===== config.mk =====
export PLATFORM = sky130hd
export DESIGN_NAME = pfrt_ctrl
export DESIGN_NICKNAME = d
export VERILOG_FILES = /design/src/pkg/pfrt_pkg.sv /design/src/rtl/pfrt_ctrl.sv
export VERILOG_INCLUDE_DIRS = /design/src /design/src/pkg
export SDC_FILE = /design/constraint.sdc
export NUM_CORES = 1
export LEC_CHECK = 0
export BUFFER_PORTS_ARGS = -buffer_cell sky130_fd_sc_hd__clkbuf_2
export CAP_MARGIN = 40
export CORE_UTILIZATION = 55
export DETAILED_ROUTE_END_ITERATION = 16
export PLACE_DENSITY = 0.75
export SYNTH_ARGS = -nofsm -noshare
export SYNTH_HDL_FRONTEND = slang
export SYNTH_SLANG_ARGS = --single-unit

===== constraint.sdc =====
create_clock -name clk -period 4.7 [get_ports clk]
set_clock_uncertainty 0.15 [all_clocks]
set_input_delay 0.705 -clock clk [delete_from_list [all_inputs] [get_ports clk]]
set_output_delay 0.705 -clock clk [all_outputs]
set_load 0.05 [all_outputs]

===== src/pkg/pfrt_cfg.svh =====
// constants for the power-fail stop and fault retry controller
`ifndef PFRT_CFG_SVH
`define PFRT_CFG_SVH

// register byte offsets
`define PFRT_OFF_PFSEL 8'h00
`define PFRT_OFF_COAST 8'h04
`define PFRT_OFF_RCLASS 8'h08
`define PFRT_OFF_RLIMIT 8'h0C
`define PFRT_OFF_RWAIT 8'h10
`define PFRT_OFF_RSUCC 8'h14
`define PFRT_OFF_OUTFN0 8'h18
`define PFRT_OFF_STATUS 8'h24

// reset values
`define PFRT_RST_PFSEL 2'h0
`define PFRT_RST_COAST 16'h270F
`define PFRT_RST_RCLASS 3'h0
`define PFRT_RST_RLIMIT 8'h00
`define PFRT_RST_RWAIT 12'h00A
`define PFRT_RST_OUTFN 8'h00

// encodings and limits
`define PFRT_COAST_OFF 16'h270F
`define PFRT_SEL_COAST 2'h0
`define PFRT_SEL_STOP 2'h1
`define PFRT_SEL_REACCEL 2'h2
`define PFRT_CLASS_MAX 3'h5
`define PFRT_LIMIT_MAX 8'h0A
`define PFRT_LIMIT_OFS 8'h64
`define PFRT_WAIT_MIN 12'h001
`define PFRT_WAIT_MAX 12'hE10
`define PFRT_SUCC_MULT 3'h4
`define PFRT_FN_PFD_POS 8'h2E
`define PFRT_FN_PFD_NEG 8'h92
`define PFRT_FN_RTY_POS 8'h40
`define PFRT_FN_RTY_NEG 8'hA4

// timing: one wait tick is 0.1 s
`define PFRT_TICK_US 100000
`define PFRT_CLK_MHZ 100
`define PFRT_NUM_TERM 3

`endif


===== src/pkg/pfrt_pkg.sv =====
// types for the power-fail stop and fault retry controller
package pfrt_pkg;

  // drive sequencing states
  typedef enum logic [3:0] {
    PFRT_STOP, PFRT_RUN, PFRT_NDECEL, PFRT_PF_DECEL, PFRT_PF_STOPPED,
    PFRT_COAST_WAIT, PFRT_RETRY_WAIT, PFRT_LATCHED
  } pfrt_drv_t;

  // command to the frequency control
  typedef enum logic [2:0] {
    PFRT_M_IDLE, PFRT_M_RUN, PFRT_M_DECEL, PFRT_M_HOLD_BUS, PFRT_M_COAST
  } pfrt_mode_t;

  // fault codes reported by the trip logic
  typedef enum logic [4:0] {
    FLT_OC_ACCEL, FLT_OC_CONST, FLT_OC_DECEL, FLT_OV_ACCEL, FLT_OV_CONST,
    FLT_OV_DECEL, FLT_MOTOR_THERM, FLT_TRANS_THERM, FLT_BRAKE_TR, FLT_GROUND,
    FLT_USB, FLT_EXT_THERM, FLT_STALL, FLT_OPT, FLT_COMM_OPT, FLT_PARAM_STORE,
    FLT_CPU0, FLT_CPU1, FLT_CPU2, FLT_CPU3, FLT_IN_PHASE, FLT_OTHER
  } pfrt_fault_t;

  // register port request
  typedef struct packed {
    logic wr;
    logic rd;
    logic [7:0] addr;
    logic [31:0] wdata;
  } pfrt_bus_t;

  // trip event from the protective logic
  typedef struct packed {
    logic valid;
    pfrt_fault_t code;
  } pfrt_trip_t;

  // outputs toward the frequency control
  typedef struct packed {
    pfrt_mode_t mode;
    logic restart;
    logic auto_restart;
  } pfrt_freq_t;

  // whole module state
  typedef struct packed {
    pfrt_drv_t drv;
    logic [1:0] pfsel;
    logic [15:0] coast;
    logic [2:0] rclass;
    logic [7:0] rlimit;
    logic [11:0] rwait;
    logic [15:0] succ;
    logic [2:0][7:0] outfn;
    logic start_block;
    logic [3:0] fail_cnt;
    logic excess;
    logic [23:0] tick_cnt;
    logic [11:0] wait_cnt;
    logic watch_on;
    logic [14:0] watch_cnt;
    logic fault_out;
    logic [2:0] term;
    pfrt_freq_t freq;
    logic [31:0] rd_data;
  } pfrt_state_t;

endpackage


===== src/rtl/pfrt_ctrl.sv =====
// power-fail stop selection and fault retry sequencer
//
// Design decisions made here: the plain strobed port and the address map.
`include "pfrt_cfg.svh"

module pfrt_ctrl import pfrt_pkg::*; #(
  parameter int TICK_CYCLES = `PFRT_TICK_US * `PFRT_CLK_MHZ,
  parameter int NUM_TERM = `PFRT_NUM_TERM
) (
  // clock, reset, enable
  input wire logic clk,
  input wire logic rst_n,
  input wire logic ce,
  // register port
  input pfrt_bus_t bus,
  output logic [31:0] rd_data,
  // run controller
  input wire logic forward_start_cmd,
  input wire logic reverse_start_cmd,
  input wire logic fault_reset,
  // power stage and frequency control
  input wire logic power_fail,
  input wire logic at_zero_freq,
  input pfrt_trip_t trip,
  output pfrt_freq_t freq,
  // fault and flag outputs
  output logic trip_out,
  output logic fault_out,
  output logic retry_excess_fault,
  output logic power_fail_decel_flag,
  output logic retry_active_flag,
  output logic [NUM_TERM-1:0] term_out
);

  ////////////////////////////////////////////////////////////////////////
  // elaboration checks
  initial begin
    if (TICK_CYCLES < 1 || TICK_CYCLES >= (1 << 24)) begin
      $error("pfrt_ctrl: TICK_CYCLES out of range");
    end
    if (NUM_TERM < 1 || NUM_TERM > 3) begin
      $error("pfrt_ctrl: NUM_TERM must be 1 to 3");
    end
  end

  localparam logic [23:0] TICK_LAST = 24'(TICK_CYCLES - 1);

  ////////////////////////////////////////////////////////////////////////
  // fault class table
  function automatic logic class_hit(input logic [2:0] cls, input pfrt_fault_t f);
    logic oc;
    logic ov;
    logic therm;
    oc = (f == FLT_OC_ACCEL) || (f == FLT_OC_CONST) || (f == FLT_OC_DECEL);
    ov = (f == FLT_OV_ACCEL) || (f == FLT_OV_CONST) || (f == FLT_OV_DECEL);
    therm = (f == FLT_MOTOR_THERM) || (f == FLT_TRANS_THERM) || (f == FLT_EXT_THERM);
    unique case (cls)
      3'h0: class_hit = (f != FLT_OTHER);
      3'h1: class_hit = oc;
      3'h2: class_hit = ov;
      3'h3: class_hit = oc || ov;
      3'h4: class_hit = (f != FLT_OTHER) && !therm;
      3'h5: class_hit = (f == FLT_OC_ACCEL) || (f == FLT_OC_DECEL);
      default: class_hit = 1'b0;
    endcase
  endfunction

  ////////////////////////////////////////////////////////////////////////
  // state
  pfrt_state_t cur;
  pfrt_state_t next_s;

  logic start;
  logic auto_rst_en;
  logic [7:0] n_retry;
  logic fault_visible;
  logic selected;
  logic [4:0] fails;
  logic pf_flag;
  logic rty_flag;
  logic [14:0] watch_lim;

  // decoded settings
  always_comb begin
    start = forward_start_cmd | reverse_start_cmd;
    auto_rst_en = (cur.coast != `PFRT_COAST_OFF);
    fault_visible = (cur.rlimit > `PFRT_LIMIT_MAX);
    n_retry = fault_visible ? (cur.rlimit - `PFRT_LIMIT_OFS) : cur.rlimit;
    selected = (n_retry != 8'h00) && class_hit(cur.rclass, trip.code);
    fails = {1'b0, cur.fail_cnt} + 5'h01;
    watch_lim = 15'(cur.rwait) * 15'(`PFRT_SUCC_MULT);
    pf_flag = (cur.drv == PFRT_PF_DECEL) || (cur.drv == PFRT_PF_STOPPED);
    rty_flag = (cur.drv == PFRT_RETRY_WAIT);
  end

  ////////////////////////////////////////////////////////////////////////
  // next state
  always_comb begin
    logic pfn;
    logic rtn;
    pfn = 1'b0;
    rtn = 1'b0;
    next_s = cur;
    next_s.freq.restart = 1'b0;
    next_s.rd_data = 32'h0000_0000;

    // 0.1 s timebase, running only while timing something
    if (rty_flag || cur.watch_on) begin
      if (cur.tick_cnt == TICK_LAST) begin
        next_s.tick_cnt = 24'h00_0000;
      end else begin
        next_s.tick_cnt = cur.tick_cnt + 24'h00_0001;
      end
    end else begin
      next_s.tick_cnt = 24'h00_0000;
    end

    // a start seen low releases the power-up or stop interlock
    if (!start) begin
      next_s.start_block = 1'b0;
    end

    // success watch after a retry start
    if (cur.watch_on && cur.tick_cnt == TICK_LAST) begin
      // ticks done is watch_cnt + 1, so >= means strictly more than four waits
      if (cur.watch_cnt >= watch_lim) begin
        next_s.watch_on = 1'b0;
        next_s.fail_cnt = 4'h0;
        next_s.succ = cur.succ + 16'h0001;
      end else begin
        next_s.watch_cnt = cur.watch_cnt + 15'h0001;
      end
    end

    // drive sequencing
    unique case (cur.drv)
      PFRT_STOP: begin
        next_s.freq.mode = PFRT_M_IDLE; // power failure not looked at
        // interlock only binds with stop-on-failure selected
        if (start && !(cur.start_block && cur.pfsel == `PFRT_SEL_STOP)) begin
          next_s.drv = PFRT_RUN;
          next_s.freq.mode = PFRT_M_RUN;
        end
      end
      PFRT_RUN, PFRT_NDECEL: begin
        // start already low means normal decel; avoids bouncing into failure decel
        if (power_fail && start) begin
          if (auto_rst_en) begin
            next_s.drv = PFRT_COAST_WAIT;
            next_s.freq.mode = PFRT_M_COAST;
          end else if (cur.pfsel == `PFRT_SEL_COAST) begin
            next_s.drv = PFRT_STOP;
            next_s.freq.mode = PFRT_M_COAST;
          end else begin
            next_s.drv = PFRT_PF_DECEL;
            next_s.freq.mode = PFRT_M_HOLD_BUS;
          end
        end else if (!start) begin
          next_s.drv = PFRT_NDECEL;
          next_s.freq.mode = PFRT_M_DECEL;
          if (at_zero_freq) begin
            next_s.drv = PFRT_STOP;
            next_s.freq.mode = PFRT_M_IDLE;
          end
        end else begin
          next_s.drv = PFRT_RUN;
          next_s.freq.mode = PFRT_M_RUN;
        end
      end
      PFRT_PF_DECEL: begin
        if (cur.pfsel == `PFRT_SEL_REACCEL && !start) begin
          next_s.drv = PFRT_NDECEL;
          next_s.freq.mode = PFRT_M_DECEL;
        end else if (cur.pfsel == `PFRT_SEL_REACCEL && !power_fail) begin
          next_s.drv = PFRT_RUN;
          next_s.freq.mode = PFRT_M_RUN;
        end else if (at_zero_freq) begin
          next_s.drv = PFRT_PF_STOPPED;
          next_s.freq.mode = PFRT_M_IDLE;
          next_s.start_block = 1'b1;
        end
      end
      PFRT_PF_STOPPED: begin
        // reaccel resumes with start held once power returns; with stop selected a fresh start edge is needed
        if (cur.pfsel == `PFRT_SEL_REACCEL && !power_fail && start) begin
          next_s.drv = PFRT_RUN;
          next_s.freq.mode = PFRT_M_RUN;
        end else if (!start) begin
          next_s.drv = PFRT_STOP;
        end
      end
      PFRT_COAST_WAIT: begin
        if (!power_fail) begin
          if (start) begin
            next_s.drv = PFRT_RUN;
            next_s.freq.mode = PFRT_M_RUN;
            next_s.freq.restart = 1'b1;
            next_s.freq.auto_restart = 1'b1;
          end else begin
            next_s.drv = PFRT_STOP;
            next_s.freq.mode = PFRT_M_IDLE;
          end
        end
      end
      PFRT_RETRY_WAIT: begin
        next_s.freq.mode = PFRT_M_COAST; // output stays shut off while tripped
        if (cur.tick_cnt == TICK_LAST) begin
          if (cur.wait_cnt <= 12'h001) begin
            // wait over: clear fault and restart from starting frequency
            next_s.drv = PFRT_RUN;
            next_s.freq.mode = PFRT_M_RUN;
            next_s.freq.restart = 1'b1;
            next_s.freq.auto_restart = auto_rst_en;
            next_s.fault_out = 1'b0;
            next_s.watch_on = 1'b1;
            next_s.watch_cnt = 15'h0000;
          end else begin
            next_s.wait_cnt = cur.wait_cnt - 12'h001;
          end
        end
      end
      PFRT_LATCHED: begin
        next_s.freq.mode = PFRT_M_IDLE;
        if (fault_reset) begin
          next_s.drv = PFRT_STOP;
          next_s.fault_out = 1'b0;
          next_s.excess = 1'b0;
          next_s.fail_cnt = 4'h0;
          next_s.watch_on = 1'b0;
        end
      end
    endcase

    // a trip overrides any sequencing; latched trips wait for reset
    if (trip.valid && cur.drv != PFRT_LATCHED) begin
      next_s.freq.mode = PFRT_M_COAST;
      next_s.freq.restart = 1'b0;
      next_s.freq.auto_restart = 1'b0;
      next_s.watch_on = 1'b0;
      next_s.tick_cnt = 24'h00_0000;
      if (!selected) begin
        next_s.drv = PFRT_LATCHED;
        next_s.fault_out = 1'b1;
      end else if ((rty_flag || cur.watch_on) && fails > 5'(n_retry)) begin
        next_s.drv = PFRT_LATCHED;
        next_s.excess = 1'b1;
        next_s.fault_out = 1'b1;
      end else begin
        if (rty_flag || cur.watch_on) begin
          next_s.fail_cnt = fails[3:0];
        end
        next_s.drv = PFRT_RETRY_WAIT;
        next_s.wait_cnt = cur.rwait;
        next_s.fault_out = fault_visible;
      end
    end

    // register writes
    if (bus.wr) begin
      unique case (bus.addr)
        `PFRT_OFF_PFSEL: begin
          if (bus.wdata[1:0] <= `PFRT_SEL_REACCEL) begin
            next_s.pfsel = bus.wdata[1:0];
          end
        end
        `PFRT_OFF_COAST: next_s.coast = bus.wdata[15:0];
        `PFRT_OFF_RCLASS: begin
          if (bus.wdata[2:0] <= `PFRT_CLASS_MAX) begin
            next_s.rclass = bus.wdata[2:0];
          end
        end
        `PFRT_OFF_RLIMIT: begin
          if (bus.wdata[7:0] <= `PFRT_LIMIT_MAX || (bus.wdata[7:0] > `PFRT_LIMIT_OFS
              && bus.wdata[7:0] <= `PFRT_LIMIT_OFS + `PFRT_LIMIT_MAX)) begin
            next_s.rlimit = bus.wdata[7:0];
          end
        end
        `PFRT_OFF_RWAIT: begin
          if (bus.wdata[11:0] >= `PFRT_WAIT_MIN && bus.wdata[11:0] <= `PFRT_WAIT_MAX) begin
            next_s.rwait = bus.wdata[11:0];
          end
        end
        `PFRT_OFF_RSUCC: begin
          // clear then the same-cycle success still counts
          if (bus.wdata == 32'h0000_0000) begin
            next_s.succ = (next_s.succ != cur.succ) ? 16'h0001 : 16'h0000;
          end
        end
        default: begin
          for (int i = 0; i < NUM_TERM; i++) begin
            if (bus.addr == `PFRT_OFF_OUTFN0 + 8'(4 * i)) begin
              next_s.outfn[i] = bus.wdata[7:0];
            end
          end
        end
      endcase
    end

    // register reads, answered next cycle
    if (bus.rd) begin
      unique case (bus.addr)
        `PFRT_OFF_PFSEL: next_s.rd_data = {30'h0, cur.pfsel};
        `PFRT_OFF_COAST: next_s.rd_data = {16'h0000, cur.coast};
        `PFRT_OFF_RCLASS: next_s.rd_data = {29'h0, cur.rclass};
        `PFRT_OFF_RLIMIT: next_s.rd_data = {24'h00_0000, cur.rlimit};
        `PFRT_OFF_RWAIT: next_s.rd_data = {20'h0_0000, cur.rwait};
        `PFRT_OFF_RSUCC: next_s.rd_data = {16'h0000, cur.succ};
        `PFRT_OFF_STATUS: begin
          next_s.rd_data = {16'h0000, cur.fail_cnt, cur.drv, 3'h0, cur.watch_on,
                            cur.excess, cur.fault_out, rty_flag, pf_flag};
        end
        default: begin
          for (int i = 0; i < NUM_TERM; i++) begin
            if (bus.addr == `PFRT_OFF_OUTFN0 + 8'(4 * i)) begin
              next_s.rd_data = {24'h00_0000, cur.outfn[i]};
            end
          end
        end
      endcase
    end

    // terminal routing from the next flag values
    pfn = (next_s.drv == PFRT_PF_DECEL) || (next_s.drv == PFRT_PF_STOPPED);
    rtn = (next_s.drv == PFRT_RETRY_WAIT);
    for (int i = 0; i < NUM_TERM; i++) begin
      unique case (next_s.outfn[i])
        `PFRT_FN_PFD_POS: next_s.term[i] = pfn;
        `PFRT_FN_PFD_NEG: next_s.term[i] = !pfn;
        `PFRT_FN_RTY_POS: next_s.term[i] = rtn;
        `PFRT_FN_RTY_NEG: next_s.term[i] = !rtn;
        default: next_s.term[i] = 1'b0;
      endcase
    end
  end

  ////////////////////////////////////////////////////////////////////////
  // state register; clock enable freezes everything
  always_ff @(posedge clk or negedge rst_n) begin
    if (!rst_n) begin
      cur <= '0;
      cur.drv <= PFRT_STOP;
      cur.pfsel <= `PFRT_RST_PFSEL;
      cur.coast <= `PFRT_RST_COAST;
      cur.rclass <= `PFRT_RST_RCLASS;
      cur.rlimit <= `PFRT_RST_RLIMIT;
      cur.rwait <= `PFRT_RST_RWAIT;
      cur.outfn <= {3{`PFRT_RST_OUTFN}};
      cur.start_block <= 1'b1; // start held at power-up must cycle when stop-on-failure is selected
      cur.freq.mode <= PFRT_M_IDLE;
    end else if (ce) begin
      cur <= next_s;
    end
  end

  // outputs
  assign rd_data = cur.rd_data;
  assign freq = cur.freq;
  assign trip_out = (cur.drv == PFRT_RETRY_WAIT) || (cur.drv == PFRT_LATCHED);
  assign fault_out = cur.fault_out;
  assign retry_excess_fault = cur.excess;
  assign power_fail_decel_flag = pf_flag;
  assign retry_active_flag = rty_flag;
  assign term_out = cur.term[NUM_TERM-1:0];

endmodule // pfrt_ctrl


==> out/metrics.cfg, run 1 <==
[layout]
layout-drive-gt1-share_pct=15.9
multi_input_area_sq_mm=0.00570
n_antenna_cell=0
nets=1316
fin_area_sq_mm=0.0115
seqCellArea_sq_mm=0.00422
fill_cells=1604
area_delta_synth_final_pct=10.1

[synth]
synth_warnings=0
synth-compound-area-share_pct=19.1
yosysTopAreaCellShare_pct=37.5
synth_edf_count=0
yosys_most_used_dff=dfrtp_1
synth.most_common_cell=dfrtp_1
synth_top_family_by_area=simple AND/OR/NAND/NOR gates
synth-adder-area-share_pct=3.22
synthMuxAreaShare_pct=5.00
synth-seq-cells=168
yosys-top-cells-area=dfrtp_1 37%, nand2_1 4.6%, o21ai_0 4.5%, nor2_1 3.9%, mux2_2 3.7%
synth_cells=1189
synth-simple-area-share_pct=23.7
synth_largest_area_cell=dfrtp_1
async_flop_share_pct=100
ys_types=80
syn-cell-area_sq_mm=0.0105
avgSynthCellArea_sq_um=8.81
synthXorXnorAreaFrac_pct=2.67
synth_common_cells=157 x dfrtp_1, 128 x nand2_1, 109 x nor2_1
seq_area_frac_synth_pct=40.3

[power_and_ir_drop]
power_frac_comb_pct=25.8
p_leak_uw=0.00509
ir_worst_vdd_v=0.000250
power_density_mw_per_mm2=363
clkPwrFrac_pct=33.5
p_switching_uw=1550
p_sw_share_pct=37.0
seq_power_share_pct=40.7
intPower_uw=2630

[worst_setup_path]
endpoint=term_out[0]
crit_start=cur[153]
regToRegEndpoint=term_out[0]
worstSetupPathType=reg -> reg
path_max_fanout=7
cp.required_ps=4910
r2r_cells=14
reg2reg_setup_slack_ps=590
end_kind=flop
timing.rr.start=cur[153]
setup.worst_path.start_class=flop
worstPathArrival_ps=4310

[sta]
maxSlewHeadroom_pct=42.7
fin_crit_sh_pct=87.4
rsz0062_at_grt=no
period_needed_ps=4110
drv_slew=0
hold_violations=0
fin_setup_tns_ps=0
setup_viol=0
fmax_mhz=243
worstMarginPinSlew_ps=857

[cts]
clk-insertion-delay-late_ps=440
cts_setup_buffers=0
cts_tree=built
clk_pin_slew_ps=70
clock_sinks=168
cts_resized=0
cts_buffers=17
cts_root_buf=clkbuf_16
clk_path_buf_depth=2
ctsHoldBuffers=1
cts_max_level=4

[job]
drv_cap=0

[drt]
drtPass1Iterations=7
viasPerCell=6.43
finalWirelength_mm=30.9
vias=9515
drc=0
drtIter0Drc=1057
wl_per_cell_um=20.9
ant_nets=0

[place]
dpl.hpwl_mm=22.5
place_area_sq_mm=0.0109
place.gp.congestion=0.956
port_buffers=84

[floorplan]
core_area_sq_mm=0.0187
die_h_um=140
rows=50
ioPinCount=101
initial_core_util_pct=56.0
die-width_um=140
design.die.area_sq_mm=0.0196

[global_routing]
antenna_found_initial=0
overflow=0
grt_pass1_vias=8950
grt_first_pass_wirelength_mm=49.2
grt_util_all_layers_pct=32.6
grt_max_degree=93

[min_path]
min_path_type=reg -> reg
min_from=rd_data[6]

[outcome]
status=finished, final reports clean

==> power groups by stage <==
stage          sequential, uW  combinational, uW  clock, uW
5_1_grt                  1710               1180       1480
6_report                 1700               1080       1400
3_3_place_gp             1720               1040          0
4_1_cts                  1690               1070       1420
2_1_floorplan            1660                794          0
3_5_place_dp             1720               1060          0
==> how the worst min path moves through the flow <==
stage	end	slack [ps]	cells past startpoint
after global placement	rd_data[7]	320	1
final	rd_data[6]	330	1
after global routing	rd_data[6]	350	1
after floorplan	cur[100]	260	0
after detailed placement	rd_data[6]	320	1
after CTS	rd_data[6]	340	1
==> critical path, stage by stage, from the launching register on <==
cell	delay, ps
dfrtp_1	450
inv_1	130
ha_1	220
and3b_1	190
o21ai_0	450
nand2_1	110
ha_1	320
a21o_1	140
mux2i_1	80
a211o_1	300
nand3b_1	230
a2bb2oi_4	260
mux2i_1	470
mux2_1	380
a31oi_1	160
==> placed cells by master (no fill, tap or decap), types with 19 or more instances in the layout <==
master and count:
dfrtp_1 157, nand2_1 128, nor2_1 109, o21ai_0 94
clkbuf_2 84, a21oi_1 43, nand3_1 43, nor3_1 42
mux2_2 34, inv_1 30, ha_1 27, nor4_1 23
and3_1 21, nand4_1 20, o2bb2ai_1 19
==> per-layer routing <==
metal  vias up  wire length (um)  GRT usage (%)
li1       4425                 -              -
met2       425             13800           48.6
met5         -                 0              0
met1      4613             13600           46.1
met3        52              2740           8.31
met4         0               712           10.8
==> cells by family after synthesis <==
family / count (synthesis)
AOI/OAI and AO/OA: 296
xor gates and xnor gates: 32
adders and majority gates: 27
buffers and inverters: 128
DFF: 168
muxes: 48
other: 1
and+or+nand+nor: 489
==> layout make-up <==
| class | count | area share, % |
|---|---|---|
| multi-input combinational | 908 | 49.5 |
| clock inverter | 15 | 1.40 |
| clock buffer | 17 | 3.69 |
| tap | 234 | 2.54 |
| sequential | 168 | 36.6 |
| inverter | 32 | 1.04 |
| timing repair buffer | 106 | 5.32 |
==> through the flow <==
stage	hold WS (ps)	total power [uW]	setup slack (ps)	util (%)	cells
2_1_floorplan	259	2460	1170	-	1204
6_report	331	4180	592	61.7	1480
3_5_place_dp	320	2780	600	58.4	1446
3_3_place_gp	318	2770	681	58.2	1442
4_1_cts	336	4180	565	61.6	1479
5_1_grt	351	4370	229	61.7	1480
==> sequential cells by signal (all words and copies together) (netlist names) <==
| signal | flops |
|---|---|
| cur | 142 |
| fault_out | 1 |
| freq | 5 |
| rd_data | 16 |
| retry_excess_fault | 1 |
| term_out | 3 |
Note: power is estimated with default switching activity, not from simulation.
==> inputs of run 2 (changes only) <==
--- a/config.mk
+++ b/config.mk
@@ -8,9 +8,11 @@
 export LEC_CHECK = 0
 export BUFFER_PORTS_ARGS = -buffer_cell sky130_fd_sc_hd__clkbuf_2
 export CAP_MARGIN = 40
+export CORE_ASPECT_RATIO = 2
 export CORE_UTILIZATION = 55
 export DETAILED_ROUTE_END_ITERATION = 16
 export PLACE_DENSITY = 0.75
+export SKIP_LAST_GASP = 1
 export SYNTH_ARGS = -nofsm -noshare
 export SYNTH_HDL_FRONTEND = slang
 export SYNTH_SLANG_ARGS = --single-unit
==> out/metrics.cfg, run 2 (synthesis results as in run 1) <==
[sta]
setup_viol=0
period_needed_ps=4190
fmax_mhz=239
fin_crit_sh_pct=89.1
rsz0062_at_grt=no
drv_slew=0
worstMarginPinSlew_ps=828
maxSlewHeadroom_pct=44.6
fin_setup_tns_ps=0
setup_ws_ps=513
hold_violations=0

[drt]
drtIter0Drc=711
wl_per_cell_um=21.9
vias=9673
drtPass1Iterations=5
finalWirelength_mm=32.9
viasPerCell=6.46
drc=0
ant_nets=0

[cts]
cts_tree=built
clk_pin_slew_ps=70
cts_resized=0
cts_root_buf=clkbuf_16
clk-insertion-delay-late_ps=460
cts_max_level=4
ctsHoldBuffers=0
cts_buffers=17
clk_path_buf_depth=2
clock_sinks=168
cts_setup_buffers=0

[layout]
area_delta_synth_final_pct=10.2
nets=1313
fin_area_sq_mm=0.0115
n_antenna_cell=0
mostFrequentLayoutCells=157 x dfrtp_1, 128 x nand2_1, 109 x nor2_1
largest_reg_flops=142
regMostFlops=cur
layout_commonest_cell=dfrtp_1
layout-drive-gt1-share_pct=15.8

[worst_setup_path]
setup.worst_path.start_class=flop
regToRegEndpoint=cur[59]
timing.rr.start=cur[153]
end_kind=flop
path_buf_inv=1
worstSetupPathType=reg -> reg
reg2reg_setup_slack_ps=510
path_delay_family=simple AND/OR/NAND/NOR gates
cp.required_ps=4890
r2r_cells=14
critPathSlowestCell=nor2_1
max_stage_delay_ps=730
path_max_fanout=14
crit_chain=inv_1 > ha_1 > and3b_1 > o21ai_0 > nand2_1 > ha_1 > a21o_1 > mux2i_1 > a211o_1 > nand3b_1 > nor2_1 > nor3_1 > a21o_1 > a22o_1
worstPathArrival_ps=4380

[floorplan]
design.die.area_sq_mm=0.0196
die-width_um=99.6
core_area_sq_mm=0.0187
ioPinCount=101
initial_core_util_pct=55.9
rows=71
die_h_um=197

[global_routing]
grt_first_pass_wirelength_mm=51.7
grt_max_degree=69
antenna_found_initial=0
overflow=0
grt_pass1_vias=9496
grt_util_all_layers_pct=34.8

[min_path]
min_path_type=in -> async

[place]
place_area_sq_mm=0.0110
place.gp.congestion=1.02
port_buffers=84
pre_cts_slack_ps=568
dpl.hpwl_mm=24.9

[job]
drv_cap=0

[power_and_ir_drop]
p_leak_uw=0.00509
ir_worst_vdd_v=0.000239
power_uw=4200
power_density_mw_per_mm2=364

[outcome]
status=finished, final reports clean

## run 2: worst reg2reg max path: stages, from the launching register on
cell and delay (ps):
dfrtp_1 420, inv_1 120, ha_1 220, and3b_1 190
o21ai_0 490, nand2_1 110, ha_1 330, a21o_1 170
mux2i_1 150, a211o_1 170, nand3b_1 250, nor2_1 730
nor3_1 200, a21o_1 200, a22o_1 170
## run 2: worst max-delay path by stage
stage | start | to | slack [ps] | cells past startpoint
after detailed placement | cur[153] | cur[59] | 570 | 14
after global placement | cur[153] | cur[59] | 670 | 14
after global routing | cur[153] | cur[59] | 230 | 14
after floorplan | cur[153] | term_out[0] | 1170 | 14
final | cur[153] | cur[59] | 510 | 14
after CTS | cur[153] | term_out[0] | 540 | 14
## run 2: cell type report
cell class / instances / area (sq um)
clock inverter: 15 / 153
timing repair buffer: 103 / 606
multi-input combinational: 908 / 5700
tap: 255 / 319
clock buffer: 17 / 425
fill: 1693 / 7200
sequential: 168 / 4220
inverter: 32 / 120
## run 2: routing by layer
| metal | part of all wire, % | track usage (%) | vias up |
|---|---|---|---|
| met5 | 0 | 0 | - |
| met4 | 7.2 | 24.5 | 0 |
| met3 | 5.5 | 5.20 | 159 |
| met2 | 52 | 62.1 | 438 |
| met1 | 35 | 37.1 | 4657 |
| li1 | - | - | 4419 |
## run 2: per-stage QoR
step / instances / hold slack, ps / util, %
4_1_cts: 1498 / 56.6 / 61.6
2_1_floorplan: 1204 / 259 / -
3_3_place_gp: 1463 / 317 / 58.3
6_report: 1498 / 42.6 / 61.6
3_5_place_dp: 1466 / 319 / 58.5
5_1_grt: 1498 / 82.0 / 61.6
## run 2: power by group
part / switching (uW) / internal, uW
sequential: 188 / 1550
combinational: 719 / 334
clock: 630 / 783
